===== src/include/ias_pkg.sv =====
package ias_pkg;
    localparam int          EXT_N          = 8;
    localparam int          PER_N          = 19;
    localparam int          DET_N          = 9;
    localparam int          SRC_N          = 28;
    // register offsets on the plain register port
    localparam logic [3:0]  OFS_CTRL       = 4'h0;
    localparam logic [3:0]  OFS_PER_EN     = 4'h4;
    localparam logic [3:0]  OFS_PENDING    = 4'h8;
    localparam logic [3:0]  OFS_STATUS     = 4'hC;
    localparam int          CTRL_EN_LSB    = 0;
    localparam int          CTRL_EDGE_LSB  = 8;
    localparam int          CTRL_NMI_RISE  = 16;
    localparam logic [31:0] CTRL_RST       = 32'h0000_0000;
    localparam logic [31:0] PER_EN_RST     = 32'h0000_0000;
    // vector table layout
    localparam logic [15:0] VEC_RESET_ADDR = 16'h0000;
    localparam logic [4:0]  VEC_FIRST_NUM  = 5'h03;
    localparam logic [15:0] WORD_BYTES     = 16'h0002;
    localparam int          CCR_I_BIT      = 7;
    localparam logic [7:0]  CCR_I_MASK     = 8'h80;

    typedef enum logic [3:0] {
        ST_RST_RD  = 4'h0,
        ST_RST_WT  = 4'h1,
        ST_RST_LD  = 4'h3,
        ST_IDLE    = 4'h2,
        ST_PUSH_CC = 4'h6,
        ST_VEC_RD  = 4'h7,
        ST_VEC_WT  = 4'h5,
        ST_VEC_LD  = 4'h4,
        ST_POP_PC  = 4'hC,
        ST_POP_CAP = 4'hD,
        ST_POP_FIN = 4'hF
    } ias_state_t;
endpackage : ias_pkg


===== src/include/ias_det_if.sv =====
`timescale 1ns/1ps
interface ias_det_if #(parameter int N = 9);
    logic [N-1:0] pin;
    logic [N-1:0] edge_mode;
    logic [N-1:0] active_high;
    logic [N-1:0] enable;
    logic [N-1:0] clear;
    logic [N-1:0] req;
    modport ctl (output pin, edge_mode, active_high, enable, clear, input req);
    modport det (input pin, edge_mode, active_high, enable, clear, output req);
endinterface : ias_det_if


===== src/design/ias_accept_seq.sv =====
`timescale 1ns/1ps
module ias_accept_seq
    import ias_pkg::*;
#(
    parameter int EXT_LINES = EXT_N,
    parameter int PER_LINES = PER_N
) (
    input  wire logic                 clock,
    input  wire logic                 rst,
    input  wire logic                 nmi_pin,
    input  wire logic [EXT_LINES-1:0] ext_request_lines,
    input  wire logic [PER_LINES-1:0] periph_req,
    input  wire logic [3:0]           reg_addr,
    input  wire logic [31:0]          reg_wdata,
    input  wire logic                 reg_we,
    input  wire logic                 reg_re,
    output logic      [31:0]          reg_rdata,
    input  wire logic                 instr_end,
    input  wire logic                 instr_ccr_op,
    input  wire logic                 rte_req,
    input  wire logic [15:0]          pc_in,
    input  wire logic [7:0]           ccr_in,
    input  wire logic [15:0]          sp_in,
    output logic                      cpu_hold,
    output logic      [15:0]          pc_out,
    output logic                      pc_load,
    output logic      [7:0]           condition_code_reg,
    output logic                      ccr_load,
    output logic      [15:0]          stack_pointer_reg,
    output logic                      sp_load,
    output logic      [15:0]          mem_addr,
    output logic      [15:0]          mem_wdata,
    output logic                      mem_we,
    output logic                      mem_re,
    input  wire logic [15:0]          mem_rdata
);
    ////////////////////////////////////////////////////////////////////////
    ias_state_t       state_ff;
    logic [31:0]      ctrl_ff;
    logic [31:0]      per_en_ff;
    logic [31:0]      rdata_ff;
    logic             arm_ff;
    logic             seq_done_ff;
    logic [4:0]       vec_ff;
    logic [15:0]      sp_ff;
    logic [7:0]       ccr_ff;
    logic [15:0]      addr_ff;
    logic [15:0]      wdata_ff;
    logic             we_ff;
    logic             re_ff;
    logic [15:0]      pc_out_ff;
    logic             pc_load_ff;
    logic [7:0]       ccr_out_ff;
    logic             ccr_load_ff;
    logic [15:0]      sp_out_ff;
    logic             sp_load_ff;
    logic [SRC_N-1:0] active;
    logic [4:0]       sel_idx;
    logic             any_req;
    logic             mask_eff;
    logic             boundary;
    logic             accept;
    logic [DET_N-1:0] clr_vec;

    ias_det_if #(.N(DET_N)) det_bus ();

    ////////////////////////////////////////////////////////////////////////
    // line 0 is the non-maskable pin, lines 1..8 the external lines
    assign det_bus.pin         = {ext_request_lines, nmi_pin};
    assign det_bus.edge_mode   = {ctrl_ff[CTRL_EDGE_LSB +: EXT_N], 1'b1};
    assign det_bus.active_high = {{EXT_N{1'b0}}, ctrl_ff[CTRL_NMI_RISE]};
    assign det_bus.enable      = {ctrl_ff[CTRL_EN_LSB +: EXT_N], 1'b1};
    assign det_bus.clear       = clr_vec;

    ias_req_detect #(.N(DET_N)) u_detect (
        .clock (clock),
        .rst   (rst),
        .d     (det_bus)
    );

    // index order is priority order: nmi, ext 0..7, then peripherals
    assign active = {periph_req & per_en_ff[PER_N-1:0], det_bus.req};

    function automatic logic [4:0] ias_pick(input logic [SRC_N-1:0] v);
        logic [4:0] idx;
        idx = 5'h00;
        for (int k = SRC_N - 1; k >= 0; k--) begin
            if (v[k]) begin
                idx = 5'(k);
            end
        end
        return idx;
    endfunction : ias_pick

    assign sel_idx = ias_pick(active);
    assign any_req = |active;

    // right after a sequence the core has not seen the new mask yet
    assign mask_eff = seq_done_ff | ccr_in[CCR_I_BIT];

    // ccr-changing instructions skip detection for one boundary
    assign boundary = (instr_end && !instr_ccr_op && arm_ff) || seq_done_ff;

    assign accept = (state_ff == ST_IDLE) && !rte_req && boundary && any_req &&
                    ((sel_idx == 5'h00) || !mask_eff);

    always_comb begin
        clr_vec = '0;
        if (accept && (sel_idx < 5'(DET_N))) begin
            clr_vec[sel_idx[3:0]] = 1'b1;
        end
    end

    assign cpu_hold = (state_ff != ST_IDLE);

    ////////////////////////////////////////////////////////////////////////
    // nmi included stays off until the first instruction has run
    always_ff @(posedge clock) begin
        if (rst) begin
            arm_ff <= 1'b0;
        end else if (instr_end && (state_ff == ST_IDLE)) begin
            arm_ff <= 1'b1;
        end
    end

    always_ff @(posedge clock) begin
        if (rst) begin
            seq_done_ff <= 1'b0;
        end else begin
            seq_done_ff <= (state_ff == ST_VEC_LD);
        end
    end

    ////////////////////////////////////////////////////////////////////////
    always_ff @(posedge clock) begin
        if (rst) begin
            state_ff <= ST_RST_RD;
            vec_ff   <= 5'h00;
            sp_ff    <= 16'h0000;
            ccr_ff   <= 8'h00;
            addr_ff  <= 16'h0000;
            wdata_ff <= 16'h0000;
            we_ff    <= 1'b0;
            re_ff    <= 1'b0;
        end else begin
            unique case (state_ff)
                ST_RST_RD: begin
                    re_ff    <= 1'b1;
                    addr_ff  <= VEC_RESET_ADDR;
                    state_ff <= ST_RST_WT;
                end
                ST_RST_WT: begin
                    re_ff    <= 1'b0;
                    state_ff <= ST_RST_LD;
                end
                ST_RST_LD: begin
                    state_ff <= ST_IDLE;
                end
                ST_IDLE: begin
                    if (rte_req) begin
                        re_ff    <= 1'b1;
                        addr_ff  <= sp_in;
                        sp_ff    <= sp_in + WORD_BYTES + WORD_BYTES;
                        state_ff <= ST_POP_PC;
                    end else if (accept) begin
                        // even stack pointer is assumed, words are not split
                        we_ff    <= 1'b1;
                        addr_ff  <= sp_in - WORD_BYTES;
                        wdata_ff <= pc_in;
                        sp_ff    <= sp_in - WORD_BYTES - WORD_BYTES;
                        ccr_ff   <= ccr_in;
                        vec_ff   <= sel_idx + VEC_FIRST_NUM;
                        state_ff <= ST_PUSH_CC;
                    end
                end
                ST_PUSH_CC: begin
                    addr_ff  <= sp_ff;
                    wdata_ff <= {ccr_ff, 8'h00};
                    state_ff <= ST_VEC_RD;
                end
                ST_VEC_RD: begin
                    we_ff    <= 1'b0;
                    re_ff    <= 1'b1;
                    addr_ff  <= {10'h000, vec_ff, 1'b0};
                    state_ff <= ST_VEC_WT;
                end
                ST_VEC_WT: begin
                    re_ff    <= 1'b0;
                    state_ff <= ST_VEC_LD;
                end
                ST_VEC_LD: begin
                    state_ff <= ST_IDLE;
                end
                ST_POP_PC: begin
                    addr_ff  <= addr_ff + WORD_BYTES;
                    state_ff <= ST_POP_CAP;
                end
                ST_POP_CAP: begin
                    re_ff    <= 1'b0;
                    ccr_ff   <= mem_rdata[15:8];
                    state_ff <= ST_POP_FIN;
                end
                ST_POP_FIN: begin
                    state_ff <= ST_IDLE;
                end
                default: begin
                    we_ff    <= 1'b0;
                    re_ff    <= 1'b0;
                    state_ff <= ST_IDLE;
                end
            endcase
        end
    end

    ////////////////////////////////////////////////////////////////////////
    // loads toward the core, one-cycle pulses with registered data
    always_ff @(posedge clock) begin
        if (rst) begin
            pc_out_ff   <= 16'h0000;
            pc_load_ff  <= 1'b0;
            ccr_out_ff  <= CCR_I_MASK;
            ccr_load_ff <= 1'b0;
            sp_out_ff   <= 16'h0000;
            sp_load_ff  <= 1'b0;
        end else begin
            pc_load_ff  <= 1'b0;
            ccr_load_ff <= 1'b0;
            sp_load_ff  <= 1'b0;
            unique case (state_ff)
                ST_RST_LD: begin
                    pc_out_ff   <= mem_rdata;
                    pc_load_ff  <= 1'b1;
                    ccr_out_ff  <= ccr_in | CCR_I_MASK;
                    ccr_load_ff <= 1'b1;
                end
                ST_VEC_LD: begin
                    pc_out_ff   <= mem_rdata;
                    pc_load_ff  <= 1'b1;
                    ccr_out_ff  <= ccr_ff | CCR_I_MASK;
                    ccr_load_ff <= 1'b1;
                    sp_out_ff   <= sp_ff;
                    sp_load_ff  <= 1'b1;
                end
                ST_POP_FIN: begin
                    pc_out_ff   <= mem_rdata;
                    pc_load_ff  <= 1'b1;
                    ccr_out_ff  <= ccr_ff;
                    ccr_load_ff <= 1'b1;
                    sp_out_ff   <= sp_ff;
                    sp_load_ff  <= 1'b1;
                end
                default: begin
                end
            endcase
        end
    end

    assign pc_out             = pc_out_ff;
    assign pc_load            = pc_load_ff;
    assign condition_code_reg = ccr_out_ff;
    assign ccr_load           = ccr_load_ff;
    assign stack_pointer_reg  = sp_out_ff;
    assign sp_load            = sp_load_ff;
    assign mem_addr           = addr_ff;
    assign mem_wdata          = wdata_ff;
    assign mem_we             = we_ff;
    assign mem_re             = re_ff;

    ////////////////////////////////////////////////////////////////////////
    always_ff @(posedge clock) begin
        if (rst) begin
            ctrl_ff   <= CTRL_RST;
            per_en_ff <= PER_EN_RST;
        end else if (reg_we) begin
            if (reg_addr == OFS_CTRL) begin
                ctrl_ff <= {15'h0000, reg_wdata[CTRL_NMI_RISE:0]};
            end
            if (reg_addr == OFS_PER_EN) begin
                per_en_ff <= {13'h0000, reg_wdata[PER_N-1:0]};
            end
        end
    end

    // unmapped offsets read zero
    always_ff @(posedge clock) begin
        if (rst) begin
            rdata_ff <= 32'h0000_0000;
        end else if (reg_re) begin
            unique case (reg_addr)
                OFS_CTRL:    rdata_ff <= ctrl_ff;
                OFS_PER_EN:  rdata_ff <= per_en_ff;
                OFS_PENDING: rdata_ff <= {4'h0, active};
                OFS_STATUS:  rdata_ff <= {18'h00000, arm_ff, cpu_hold, state_ff,
                                          3'h0, vec_ff};
                default:     rdata_ff <= 32'h0000_0000;
            endcase
        end else begin
            rdata_ff <= 32'h0000_0000;
        end
    end

    assign reg_rdata = rdata_ff;
endmodule : ias_accept_seq


===== src/design/ias_req_detect.sv =====
`timescale 1ns/1ps
module ias_req_detect #(
    parameter int N = 9
) (
    input  wire logic clock,
    input  wire logic rst,
    ias_det_if.det    d
);
    ////////////////////////////////////////////////////////////////////////
    for (genvar i = 0; i < N; i++) begin : g_line
        logic s1_ff;
        logic s2_ff;
        logic prev_ff;
        logic lat_ff;
        logic act;
        logic prev_act;
        logic hit;

        // s1_ff feeds s2_ff only; pins are asynchronous
        always_ff @(posedge clock) begin
            if (rst) begin
                s1_ff   <= 1'b1;
                s2_ff   <= 1'b1;
                prev_ff <= 1'b1;
            end else begin
                s1_ff   <= d.pin[i];
                s2_ff   <= s1_ff;
                prev_ff <= s2_ff;
            end
        end

        assign act      = d.active_high[i] ? s2_ff : ~s2_ff;
        assign prev_act = d.active_high[i] ? prev_ff : ~prev_ff;
        assign hit      = act & ~prev_act;

        // a new edge in the clear cycle is kept
        always_ff @(posedge clock) begin
            if (rst) begin
                lat_ff <= 1'b0;
            end else if (hit && d.enable[i]) begin
                lat_ff <= 1'b1;
            end else if (d.clear[i] || !d.edge_mode[i]) begin
                lat_ff <= 1'b0;
            end
        end

        assign d.req[i] = d.edge_mode[i] ? lat_ff : (act & d.enable[i]);
    end
endmodule : ias_req_detect


===== config.mk =====
export PLATFORM = sky130hd
export DESIGN_NAME = ias_accept_seq
export DESIGN_NICKNAME = d
export VERILOG_FILES = /design/src/include/ias_pkg.sv /design/src/include/ias_det_if.sv /design/src/design/ias_accept_seq.sv /design/src/design/ias_req_detect.sv
export SDC_FILE = /design/constraint.sdc
export NUM_CORES = 1
export LEC_CHECK = 0
export ABC_AREA = 1
export BUFFER_PORTS_ARGS = -buffer_cell sky130_fd_sc_hd__buf_2
export CORE_MARGIN = 10
export CORE_UTILIZATION = 25
export DETAILED_ROUTE_END_ITERATION = 10
export PLACE_DENSITY = 0.5
export SYNTH_ARGS = -nofsm -noshare
export SYNTH_HDL_FRONTEND = slang
export SYNTH_SLANG_ARGS = --single-unit

===== constraint.sdc =====
create_clock -name clock -period 4.39 [get_ports clock]
set_clock_uncertainty 0.2 [all_clocks]
set_input_delay 0.439 -clock clock [delete_from_list [all_inputs] [get_ports clock]]
set_output_delay 0.439 -clock clock [all_outputs]
set_load 0.03 [all_outputs]

==> summary.md <==
| Metric | Value |
|---|---|
| Most frequent cells in the layout | buf_2, dfxtp_1, nand2_1 |
| Post-route DRC | 0 |
| Sum Neg Setup Slack | 0 ps |
| Routed wire per std cell | 16.9 um |
| Final Hold Vio Count | 0 |
| Clock latency on the worst-skew pair | about 550 ps |
| Fin crit share | 89.4% |
| Tightest Pin Transition | approximately 900 ps |
| Post-synth top flop | dfxtp_1 |
| Die H | 221 um |
| Power per cell area | 475 nW/um^2 |
| Max transition margin | 39.9% |
| Synth top area share | 42.0% |
| Synth Cell Area | between 10000 and 15000 um^2 |
| Internal power | just over 4000 uW |
| DP HPWL | between 20 and 30 mm |
| Number of I/O port buffers | roughly 220 |
| Slew Limit Fails | 0 |
| First-pass GRT wire length | 56.0 mm |
| WP data required | 4630 ps |
| Via density | roughly 4.6 |
| Register share of total power | between 30% and 40% |
| RSZ-0062 raised after global routing | no |
| Share of cells above drive strength 1 | between 20% and 30% |
| Commonest non-fill, non-tap cell in the layout | buf_2 |
| Maximum fanout along the worst path | 22 |
| EDFF count, synth | 0 |
| Yosys Warn Count | 0 |
| Cell family with the largest share of critical-path delay | simple AND/OR/NAND/NOR gates |
| Detailed router's first-iteration violation count | approximately 540 |
| Yosys cell types | 54 |
| Core ar. | roughly 40000 um^2 |
| CP max stage delay | between 500 and 600 ps |
| Vias in the first global route | just under 10000 |
| Clk slew on worst S/H paths | 60 ps |
| Status | finished, final reports clean |
| Power Total | approximately 6300 uW |
| Synth area leaders | dfxtp_1, nand2_1, o21ai_0, inv_1, nor2_1 |
| Highest clock rate | 0.255 GHz |
| Yosys reg bits | ~210 |
| Clock Sinks | 211 |
| Leak | 0.00568 uW |
| Mapped Cells | between 1000 and 1500 |
| Clock power share | 35.8% |
| Gr ovfl total | 0 |
| Data arrival, critical path | 4170 ps |
| Setup crit start kind | input port |
| Max_cap viols | 0 |
| Die Width | 221 um |
| Syn_area_per_cell | 7.37 um^2 |
| Largest net degree at the start of global routing | between 50 and 60 |
| Die ar. | 48700 um^2 |
| Num CTS Buffers | 26 |
| Critical path class | in -> reg |
| Post-CTS Setup Bufs | 0 |
| 1st-pass router iterations | 5 |
| Initial Utilization | between 20% and 30% |
| CTS H-Tree Depth | 1 |
| Buffer and inverter count on the worst path | 6 |
| Min Tclk post-route | slightly below 4000 ps |
| Max reg flops | 28 |
| Layout net count | roughly 1800 |
| CTS tree | yes |
| GRT Total Usage | roughly 15% |
| Initial antenna violation count | 1 |
| Switch share | roughly 35% |
| Sequential fraction of the synthesis area | a little over two fifths |
| Worst vdd ir | between 0.3 and 0.4 mV |
| Final setup fails | 0 |
| CP Capture Type | register |
| Crit-path slowest cell | dlygate4sd3_1 |
| N_diodes | 0 |
| Crit path top cell by count | nand2_1 |
| Via count | approximately 10000 |
| Logic pwr share | between 20% and 30% |
| Antenna Nets Post-Route | 0 |
| Top Ports | between 200 and 250 |
| FFs w/ async S/R, synth | 0% |
| CTS Root Cell | clkbuf_16 |
| Bufs on Longest Clock Path | 3 |
| Rows | 73 |
| Placer Congestion | between 0.8 and 0.9 |
| Area Overhead vs Synth | 31.0% |
| Final WL | between 30 and 40 mm |
| NetSw | between 2000 and 2500 uW |
| HP Class | in -> reg |
| Synth area leader | dfxtp_1 |
final timing paths:
path	startpoint	to	slack, ps	depth (start not counted)
setup reg to reg	per_en_ff[18]	mem_wdata[10]	640	38
hold / removal	ccr_in[5]	condition_code_reg[5]	20	3
setup / recovery	periph_req[18]	mem_addr[1]	470	42
hold reg to reg	u_detect.g_line[8].s1_ff	u_detect.g_line[8].s2_ff	210	1
kinds of logic (layout without fill, tap and decap cells):
family / Yosys count / count (layout) / synth area share, %
adder cells (fa/ha/maj): 8 / 8 / 0.995
buffers and inverters: 253 / 532 / 10.3
flip-flops: 211 / 211 / 42.0
other: 1 / 4 / 0.0373
AO/OA/AOI/OAI: 372 / 372 / 22.6
AND/OR/NAND/NOR: 501 / 501 / 22.5
XOR/XNOR: 19 / 19 / 1.65
routing by layer:
layer	wire length [um]	part of all wire (%)	global-route usage, %
met5	17	0.046	0
met4	692	1.9	3.63
met3	2910	7.9	4.08
met2	16200	44	23.5
met1	16800	46	18.7
cell usage after synthesis, types with 3 or more instances:
| cell type | instances |
|---|---|
| or2_2 | 20 |
| a21oi_1 | 100 |
| a31oi_1 | 29 |
| buf_1 | 4 |
| clkbuf_1 | 49 |
| dfxtp_1 | 211 |
| nor2_4 | 4 |
| buf_4 | 6 |
| a211oi_2 | 9 |
| inv_1 | 152 |
| nor4_1 | 3 |
| clkinv_1 | 6 |
| o221ai_1 | 8 |
| a21oi_2 | 10 |
| a211oi_1 | 17 |
| nor3_2 | 3 |
| nor2_1 | 139 |
| xnor2_1 | 4 |
| buf_2 | 3 |
| nor3_1 | 31 |
| o21bai_2 | 9 |
| inv_4 | 4 |
| inv_2 | 24 |
| nand3_1 | 62 |
| nand2_4 | 5 |
| o22ai_1 | 20 |
| ha_1 | 8 |
| nand4_1 | 7 |
| nand2_2 | 11 |
| nor2_2 | 6 |
| xor2_1 | 15 |
| o21ai_1 | 15 |
| o21ai_0 | 123 |
| a221oi_1 | 15 |
| buf_6 | 4 |
| nand2_1 | 204 |
| o211ai_1 | 3 |
timing repair:
item | CTS | global route
hold endpoints to repair | 72 | 0
resized for setup | 0 | 1
setup endpoints to repair | 0 | 1
hold buffers | 65 | 0
cell type report:
| cell class | instances | area [um^2] |
|---|---|---|
| Sequential cell | 211 | 4220 |
| Timing Repair Buffer | 299 | 1860 |
| Tap cell | 525 | 657 |
| Clock buffer | 40 | 815 |
| Inverter | 186 | 711 |
| Clock inverter | 7 | 93.8 |
| Fill cell | 4303 | 26600 |
| Multi-Input combinational cell | 904 | 4820 |
power groups by stage:
stage | Combinational [uW] | Clock [uW] | Sequential [uW]
4_1_cts | 1720 | 2310 | 2320
6_report | 1690 | 2240 | 2330
2_1_floorplan | 810 | 0 | 2670
5_1_grt | 1870 | 2390 | 2350
3_5_place_dp | 1660 | 0 | 2360
3_3_place_gp | 1650 | 0 | 2360
tightest hold or removal path, cell delays in order:
cell     delay [ps]
buf_2           100
o21ai_0          70
o21ai_0         140
per-stage QoR:
stage	util (%)	setup slack, ps	std cells	hold WS, ps	area, um^2
finish	33.2	466	2172	24.9	13200
floorplan	-	1100	1368	189	10100
detailed placement	29.2	443	2060	197	11600
global placement	29.2	446	2060	195	11600
global route	33.2	47.9	2172	26.3	13200
CTS	33.2	450	2172	3.74	13200
Power figures use the tool's default switching activity.
